==> src/arith_unit_regs.svh <==
/*
  constants for the arithmetic execution unit: operation codes,
  flag bit positions and reset values.
  assumes inclusion by bare name from the package and the design file.
*/
`ifndef ARITH_UNIT_REGS_SVH
`define ARITH_UNIT_REGS_SVH

`define OPC_SUM          5'h00
`define OPC_DIFF         5'h01
`define OPC_SUM_CARRY    5'h02
`define OPC_DIFF_BORROW  5'h03
`define OPC_STEP_UP      5'h04
`define OPC_STEP_DOWN    5'h05
`define OPC_WORD_PLUS    5'h06
`define OPC_WORD_MINUS   5'h07
`define OPC_FIX_SUM      5'h08
`define OPC_FIX_DIFF     5'h09
`define OPC_PRODUCT      5'h0A
`define OPC_QUOTIENT     5'h0B
`define OPC_COMPARE      5'h0C
`define OPC_NEGATE       5'h0D

`define FLAG_C_BIT       0
`define FLAG_V_BIT       1
`define FLAG_Z_BIT       2
`define FLAG_N_BIT       3
`define FLAG_H_BIT       4
`define FLAGS_RESET      5'h00
`define RESULT_RESET     16'h0000

`endif

==> src/arith_unit_pkg.sv <==
/*
  types for the arithmetic execution unit.
  assumes arith_unit_regs.svh is on the include path.
*/
`include "arith_unit_regs.svh"

package arith_unit_pkg;

  typedef enum logic [1:0] {
    ST_IDLE = 2'h1,
    ST_DIV  = 2'h2
  } state_type;

endpackage

==> src/cpu_arithmetic_unit.sv <==
/*
  arithmetic datapath: add, subtract, carry forms, step, small word
  steps, decimal adjust, multiply, divide, compare and negate, with
  the condition flags register.
  assumes the decoder presents one operation per start pulse, with
  register operands already read, and accepts the result on done.
*/
`timescale 1ns/1ns
`include "arith_unit_regs.svh"

// Functional notes
// - sum and difference combine two registers, and sum also takes an immediate, result to destination.
// - plain difference refuses an immediate operand.
// - word sum and difference need two register operands; immediate sum is byte only.
// - carry forms work on bytes and add or subtract the carry flag with a register operand.
// - carry forms also take an immediate byte as second operand.
// - step up and step down add or subtract one on a byte register.
// - small word plus and minus use an immediate of one or two on a 16-bit register.
// - decimal fix converts a byte sum or difference to packed BCD using the flags.
// - unsigned product multiplies two bytes into a 16-bit result.
// - unsigned quotient divides 16 bits by 8 giving 8-bit quotient and remainder.
// - comparison subtracts for flags only and writes no register.
// - word comparison needs two registers; immediate comparison is byte only.
// - negate replaces a byte with zero minus its value.
// - the flags register holds half carry, negative, zero, overflow and carry, used by carry and fix forms.
module cpu_arithmetic_unit #(
  parameter int DIV_STEPS = 8
) (
  input  wire logic        clk_in,
  input  wire logic        rst_in,
  input  wire logic        ce_in,
  input  wire logic        start_in,
  input  wire logic [4:0]  op_in,
  input  wire logic        word_in,
  input  wire logic        imm_in,
  input  wire logic [15:0] dst_in,
  input  wire logic [15:0] src_in,
  input  wire logic [7:0]  imm_val_in,
  output logic [15:0]      result_out,
  output logic             write_out,
  output logic             done_out,
  output logic             illegal_out,
  output logic [3:0]       flags_out
);

  arith_unit_pkg::state_type state_q, state_d;
  logic [15:0] result_q, result_d;
  logic        write_q, write_d;
  logic        done_q, done_d;
  logic        illegal_q, illegal_d;
  logic [4:0]  flags_q, flags_d;
  logic [15:0] rem_q, rem_d;
  logic [7:0]  quo_q, quo_d;
  logic [7:0]  divisor_q, divisor_d;
  logic [3:0]  count_q, count_d;

  // n and z from a result of the given width
  function automatic logic [1:0] nz_of(input logic [15:0] r, input logic wide);
    nz_of = wide ? {r[15], r == 16'h0000} : {r[7], r[7:0] == 8'h00};
  endfunction

  // adder shared by the sum, difference, carry, step, compare and negate forms
  function automatic logic [20:0] add_flags(input logic [15:0] a, input logic [15:0] b,
                                            input logic sub, input logic cin, input logic wide);
    logic [16:0] s;
    logic [15:0] bb;
    logic        c;
    logic        v;
    logic        h;
    logic [1:0]  nz;
    s  = 17'h00000;
    bb = sub ? ~b : b;
    c  = 1'b0;
    v  = 1'b0;
    h  = 1'b0;
    if (wide) begin
      s = {1'b0, a} + {1'b0, bb} + {16'h0000, sub ^ cin};
      c = s[16] ^ sub;
      v = (a[15] == bb[15]) && (s[15] != a[15]);
      h = (a[11:0] + bb[11:0] + {11'h000, sub ^ cin}) > 13'h0FFF;
    end else begin
      s = {8'h00, {1'b0, a[7:0]} + {1'b0, bb[7:0]} + {8'h00, sub ^ cin}};
      c = s[8] ^ sub;
      v = (a[7] == bb[7]) && (s[7] != a[7]);
      h = ({1'b0, a[3:0]} + {1'b0, bb[3:0]} + {4'h0, sub ^ cin}) > 5'h0F;
      s[16:8] = {1'b0, a[15:8]};
    end
    nz = nz_of(s[15:0], wide);
    add_flags = {s[15:0], h ^ sub, nz, v, c};
  endfunction

  // next-state logic for the whole datapath
  always_comb begin
    logic [15:0] opnd;
    logic [20:0] r;
    logic [7:0]  fix;
    logic        fc;
    logic [16:0] trial;
    opnd      = imm_in ? {8'h00, imm_val_in} : src_in;
    r         = 21'h000000;
    fix       = 8'h00;
    fc        = 1'b0;
    trial     = {1'b0, rem_q} - {1'b0, divisor_q, 8'h00};
    state_d   = state_q;
    result_d  = result_q;
    write_d   = 1'b0;
    done_d    = 1'b0;
    illegal_d = 1'b0;
    flags_d   = flags_q;
    rem_d     = rem_q;
    quo_d     = quo_q;
    divisor_d = divisor_q;
    count_d   = count_q;
    unique case (state_q)
      arith_unit_pkg::ST_IDLE: begin
        if (start_in) begin
          done_d = 1'b1;
          unique case (op_in)
            `OPC_SUM, `OPC_DIFF, `OPC_COMPARE: begin
              if ((word_in && imm_in) || (op_in == `OPC_DIFF && imm_in)) begin
                illegal_d = 1'b1;
              end else begin
                r        = add_flags(dst_in, opnd, op_in != `OPC_SUM, 1'b0, word_in);
                flags_d  = r[4:0];
                result_d = r[20:5];
                write_d  = op_in != `OPC_COMPARE;
              end
            end
            `OPC_SUM_CARRY, `OPC_DIFF_BORROW: begin
              r        = add_flags(dst_in, opnd, op_in == `OPC_DIFF_BORROW,
                                   flags_q[`FLAG_C_BIT], 1'b0);
              flags_d  = r[4:0];
              result_d = r[20:5];
              write_d  = 1'b1;
            end
            `OPC_STEP_UP, `OPC_STEP_DOWN: begin
              r        = add_flags(dst_in, 16'h0001, op_in == `OPC_STEP_DOWN, 1'b0, 1'b0);
              flags_d  = {flags_q[`FLAG_H_BIT], r[3:1], flags_q[`FLAG_C_BIT]};
              result_d = r[20:5];
              write_d  = 1'b1;
            end
            `OPC_WORD_PLUS, `OPC_WORD_MINUS: begin
              if (imm_val_in != 8'h01 && imm_val_in != 8'h02) begin
                illegal_d = 1'b1;
              end else begin
                result_d = (op_in == `OPC_WORD_PLUS) ? dst_in + {8'h00, imm_val_in}
                                                     : dst_in - {8'h00, imm_val_in};
                write_d  = 1'b1;
              end
            end
            `OPC_FIX_SUM: begin
              fc  = flags_q[`FLAG_C_BIT] || dst_in[7:0] > 8'h99;
              fix = {fc ? 4'h6 : 4'h0,
                     (flags_q[`FLAG_H_BIT] || dst_in[3:0] > 4'h9) ? 4'h6 : 4'h0};
              result_d = {dst_in[15:8], dst_in[7:0] + fix};
              flags_d  = {flags_q[`FLAG_H_BIT], nz_of(result_d, 1'b0), flags_q[`FLAG_V_BIT], fc};
              write_d  = 1'b1;
            end
            `OPC_FIX_DIFF: begin
              fc  = flags_q[`FLAG_C_BIT];
              fix = {fc ? 4'h6 : 4'h0, flags_q[`FLAG_H_BIT] ? 4'h6 : 4'h0};
              result_d = {dst_in[15:8], dst_in[7:0] - fix};
              flags_d  = {flags_q[`FLAG_H_BIT], nz_of(result_d, 1'b0), flags_q[`FLAG_V_BIT], fc};
              write_d  = 1'b1;
            end
            `OPC_PRODUCT: begin
              result_d = {8'h00, dst_in[7:0]} * {8'h00, src_in[7:0]};
              write_d  = 1'b1;
            end
            `OPC_QUOTIENT: begin
              if (src_in[7:0] == 8'h00) begin
                illegal_d = 1'b1;                          // divide by zero refused
              end else begin
                done_d    = 1'b0;
                rem_d     = dst_in;
                divisor_d = src_in[7:0];
                quo_d     = 8'h00;
                count_d   = 4'h0;
                state_d   = arith_unit_pkg::ST_DIV;
              end
            end
            `OPC_NEGATE: begin
              r        = add_flags(16'h0000, dst_in, 1'b1, 1'b0, 1'b0);
              flags_d  = r[4:0];
              result_d = {dst_in[15:8], r[12:5]};
              write_d  = 1'b1;
            end
            default: illegal_d = 1'b1;
          endcase
        end
      end
      arith_unit_pkg::ST_DIV: begin
        // restoring division, one quotient bit per cycle
        trial = {1'b0, rem_q[14:0], 1'b0} - {1'b0, divisor_q, 8'h00};
        if (rem_q[15] || !trial[16]) begin
          rem_d = trial[15:0];
          quo_d = {quo_q[6:0], 1'b1};
        end else begin
          rem_d = {rem_q[14:0], 1'b0};
          quo_d = {quo_q[6:0], 1'b0};
        end
        count_d = count_q + 4'h1;
        if (count_q == 4'(DIV_STEPS - 1)) begin
          result_d = {rem_d[15:8], quo_d};
          write_d  = 1'b1;
          done_d   = 1'b1;
          state_d  = arith_unit_pkg::ST_IDLE;
        end
      end
      default: state_d = arith_unit_pkg::ST_IDLE;
    endcase
  end

  // state registers, frozen while the clock enable is low
  always_ff @(posedge clk_in) begin
    if (rst_in) begin
      state_q   <= arith_unit_pkg::ST_IDLE;
      result_q  <= `RESULT_RESET;
      write_q   <= 1'b0;
      done_q    <= 1'b0;
      illegal_q <= 1'b0;
      flags_q   <= `FLAGS_RESET;
      rem_q     <= 16'h0000;
      quo_q     <= 8'h00;
      divisor_q <= 8'h00;
      count_q   <= 4'h0;
    end else if (ce_in) begin
      state_q   <= state_d;
      result_q  <= result_d;
      write_q   <= write_d;
      done_q    <= done_d;
      illegal_q <= illegal_d;
      flags_q   <= flags_d;
      rem_q     <= rem_d;
      quo_q     <= quo_d;
      divisor_q <= divisor_d;
      count_q   <= count_d;
    end
  end

  // outputs straight from flip-flops
  always_comb begin
    result_out  = result_q;
    write_out   = write_q;
    done_out    = done_q;
    illegal_out = illegal_q;
    flags_out   = flags_q[3:0];
  end

endmodule

==> config.mk <==
export PLATFORM = sky130hd
export DESIGN_NAME = cpu_arithmetic_unit
export DESIGN_NICKNAME = d
export VERILOG_FILES = /design/src/arith_unit_pkg.sv /design/src/cpu_arithmetic_unit.sv
export VERILOG_INCLUDE_DIRS = /design/src
export SDC_FILE = /design/constraint.sdc
export NUM_CORES = 1
export LEC_CHECK = 0
export ABC_AREA = 1
export BUFFER_PORTS_ARGS = -buffer_cell sky130_fd_sc_hd__buf_4
export CORE_AREA = 2 2 219 156
export CTS_BUF_LIST = sky130_fd_sc_hd__clkbuf_8
export DETAILED_ROUTE_END_ITERATION = 8
export DIE_AREA = 0 0 221 158
export HOLD_SLACK_MARGIN = 0.05
export PLACE_DENSITY = 0.43
export SYNTH_ARGS = -nofsm -noshare
export SYNTH_HDL_FRONTEND = slang
export SYNTH_SLANG_ARGS = --single-unit
==> constraint.sdc <==
create_clock -name clk_in -period 14.75 [get_ports clk_in]
set_clock_uncertainty 0.1 [all_clocks]
set_input_delay 3.6875 -clock clk_in [delete_from_list [all_inputs] [get_ports clk_in]]
set_output_delay 3.6875 -clock clk_in [all_outputs]
set_load 0.02 [all_outputs]
==> metrics.yaml <==
status: "complete, no violations"
first_global_vias: 9522
yosysSeqAreaShare: 0.126
cts_hold_buf: 0
p_switching_mw: 0.418
grt_usage: 0.216
cts_root_buf: "clkbuf_8"
ant_nets: 0
fillers: 3742
cts_resized: 0
post_cts_buffers: 0
diodes: 0
vias_per_cell: 5.06
netlist_instances: 1533
p_comb_frac: 0.609
internal-power_mw: 0.413
ios: 74
switching_share: 0.503
leakage_nw: 5.52
synth_cell_types: 53
clkTransAtPathRegs_ns: 0.07
ys_ff_latch: 61
grt_antenna_before_repair: 0
grt_max_degree: 45
maxCapViolCount: 0
worst-slew-pin-transition_ns: 0.841
clockBufferDepth: 2
p_clk_frac: 0.164
drive_gt1_frac: 0.0780
insertion_delay_ns: 0.36
crit_fanout: 18
max_stage_delay_ns: 0.55
syn_to_final_growth_pct: 10.9
setup-violations-final: 0
wire_per_inst_um: 18.8
synth-async-reset-ratio: 0
numClockSinks: 61
grt-ovfl-total: 0
grt_pass1_wl_um: 57700
dieArea_um2: 34900
core_um2: 33000
min_path_type: "reg -> reg"
path_cells: "buf_4 -> nand2_1 -> fa_1 -> fa_1 -> inv_1 -> fa_1 -> inv_1 -> fa_1 -> inv_1 -> ha_1 -> nand2_1 -> o21ai_0 -> a21oi_1 -> o21ai_0 -> a21oi_1 -> o21ai_0 -> o211ai_1 -> o21ai_0 -> a21oi_1"
finalHoldViolCount: 0
crit_type: "in -> reg"
wirelength_um: 37800
ys_warn_count: 0
ys.flop_type: "dfxtp_1"
path_buf_inv: 4
avgSynthCellArea_um2: 6.34
fin_nets: 1775
crit_required_ns: 14.89
io_buffers: 73
htree_num_levels: 3
crit_arrival_ns: 8.02
drt-initial-drc-count: 783
vias: 10200
cp-start-kind: "input pin"
drc: 0
fmax_ghz: 0.127
crit_path_end_kind: "flip-flop"
rows: 56
synth_area_um2: 9720
r2r_slack_ns: 11.39
numCtsBuffers: 9
tns_ns: 0
dp_hpwl_um: 30800
p_per_area_nw_per_um2: 77.1
whs_ns: 0.371
routabilityCongestion: 0.908
period_share: 0.534
slew_headroom: 0.433
period_needed_ns: 7.88
rsz0062_at_grt: "false"
seq_power_share: 0.227
syn-num-nets: 1737
cts_tree: "yes"
maxSlewViolCount: 0
crit_family: "adder cells"
synth_edf_count: 0
die_h_um: 158
first_pass_iters: 6
irDropWorstVdd_uv: 32.5
die_x_um: 221
cp_slowest_cell: "fa_1"
initial_core_util: 0.294
-- metal layers --
metal  part of all wire  wire length (um)  vias up  global-route usage
met1               0.52             19700     4790               0.329
met3              0.053              1990       23              0.0243
met5                  0                 0        -                   0
li1                   -                 -     5085                   -
met2               0.42             15800      279               0.328
met4             0.0085               320        0              0.0320
-- cell usage after synthesis (33+ instances only) --
cell	number	area, um^2
nand3_1	89	445
clkbuf_1	33	124
ha_1	109	1360
a21oi_1	150	751
nand2_1	335	1260
inv_1	242	908
fa_1	44	881
nor2_1	100	375
dfxtp_1	61	1220
o21ai_0	126	631
xor2_1	56	490
-- power by group through the flow --
stage,Combinational [mW],Clock [mW],Sequential [mW]
2_1_floorplan,0.347,0,0.195
3_3_place_gp,0.504,0,0.192
3_5_place_dp,0.501,0,0.192
4_1_cts,0.506,0.139,0.188
5_1_grt,0.574,0.144,0.190
6_report,0.506,0.136,0.189
-- cell type report --
cell class / instances / area (um^2) / share of cell area
clock inverters: 7 / 42.5 / 0.00395
well taps: 435 / 544 / 0.0505
flip-flops and latches: 61 / 1220 / 0.113
inverters: 257 / 970 / 0.0900
clock buffers: 9 / 124 / 0.0115
multi-input cells: 1165 / 7300 / 0.677
repair buffers: 77 / 578 / 0.0536
-- cells by family (layout without fill, tap and decap cells) --
family,Yosys count,after routing,synth area share
AND/OR/NAND/NOR,592,592,0.257
XOR/XNOR,78,78,0.0703
buffers and inverters,307,350,0.123
AO/OA/AOI/OAI,341,341,0.191
flip-flops,61,61,0.126
multiplexers,1,1,0.00103
adder cells (fa/ha/maj),153,153,0.231
-- tightest hold or removal path: stages, from the launching register on --
cell and delay [ns]:
dfxtp_1 0.32, nand2_1 0.06, a21oi_1 0.05
-- cell usage in the layout, fill, tap and decap left out, types with 7 or more instances in the layout --
master / instances
buf_4: 77
a31oi_1: 14
nand2_1: 335
inv_1: 242
nor3_1: 22
dfxtp_1: 61
nand3_1: 89
fa_1: 44
a21oi_1: 150
o21ai_0: 126
xor2_1: 56
nor2_1: 100
nand4_1: 18
inv_2: 7
ha_1: 109
xnor2_1: 22
clkbuf_8: 9
o211ai_1: 8
-- path summary, 6_finish.rpt --
kind                startpoint        endpoint  cells after the start
setup / recovery     dst_in[1]  result_out[10]                     19
hold / removal    divisor_q[0]    divisor_q[0]                      2
setup reg to reg    flags_q[0]   result_out[6]                     15
hold reg to reg   divisor_q[0]    divisor_q[0]                      2
-- sequential cells by signal (all words and copies together), names as in the netlist --
register	cells
rem_q	16
result_out	16
divisor_q	8
quo_q	7
flags_q	5
count_q	4
state_q	2
done_out	1
illegal_out	1
write_out	1
-- per-stage QoR --
stage                     instances   util  total power, mW  cell area [um^2]  worst slack (ns)
after floorplan                1533      -            0.542              9720              6.75
after global placement         1995  0.321            0.696             10600              6.60
after detailed placement       1995  0.321            0.693             10600              6.55
after CTS                      2011  0.327            0.834             10800              6.88
after global routing           2011  0.327            0.908             10800              6.48
final                          2011  0.327            0.831             10800              6.87
(Power assumes the default switching activity.)
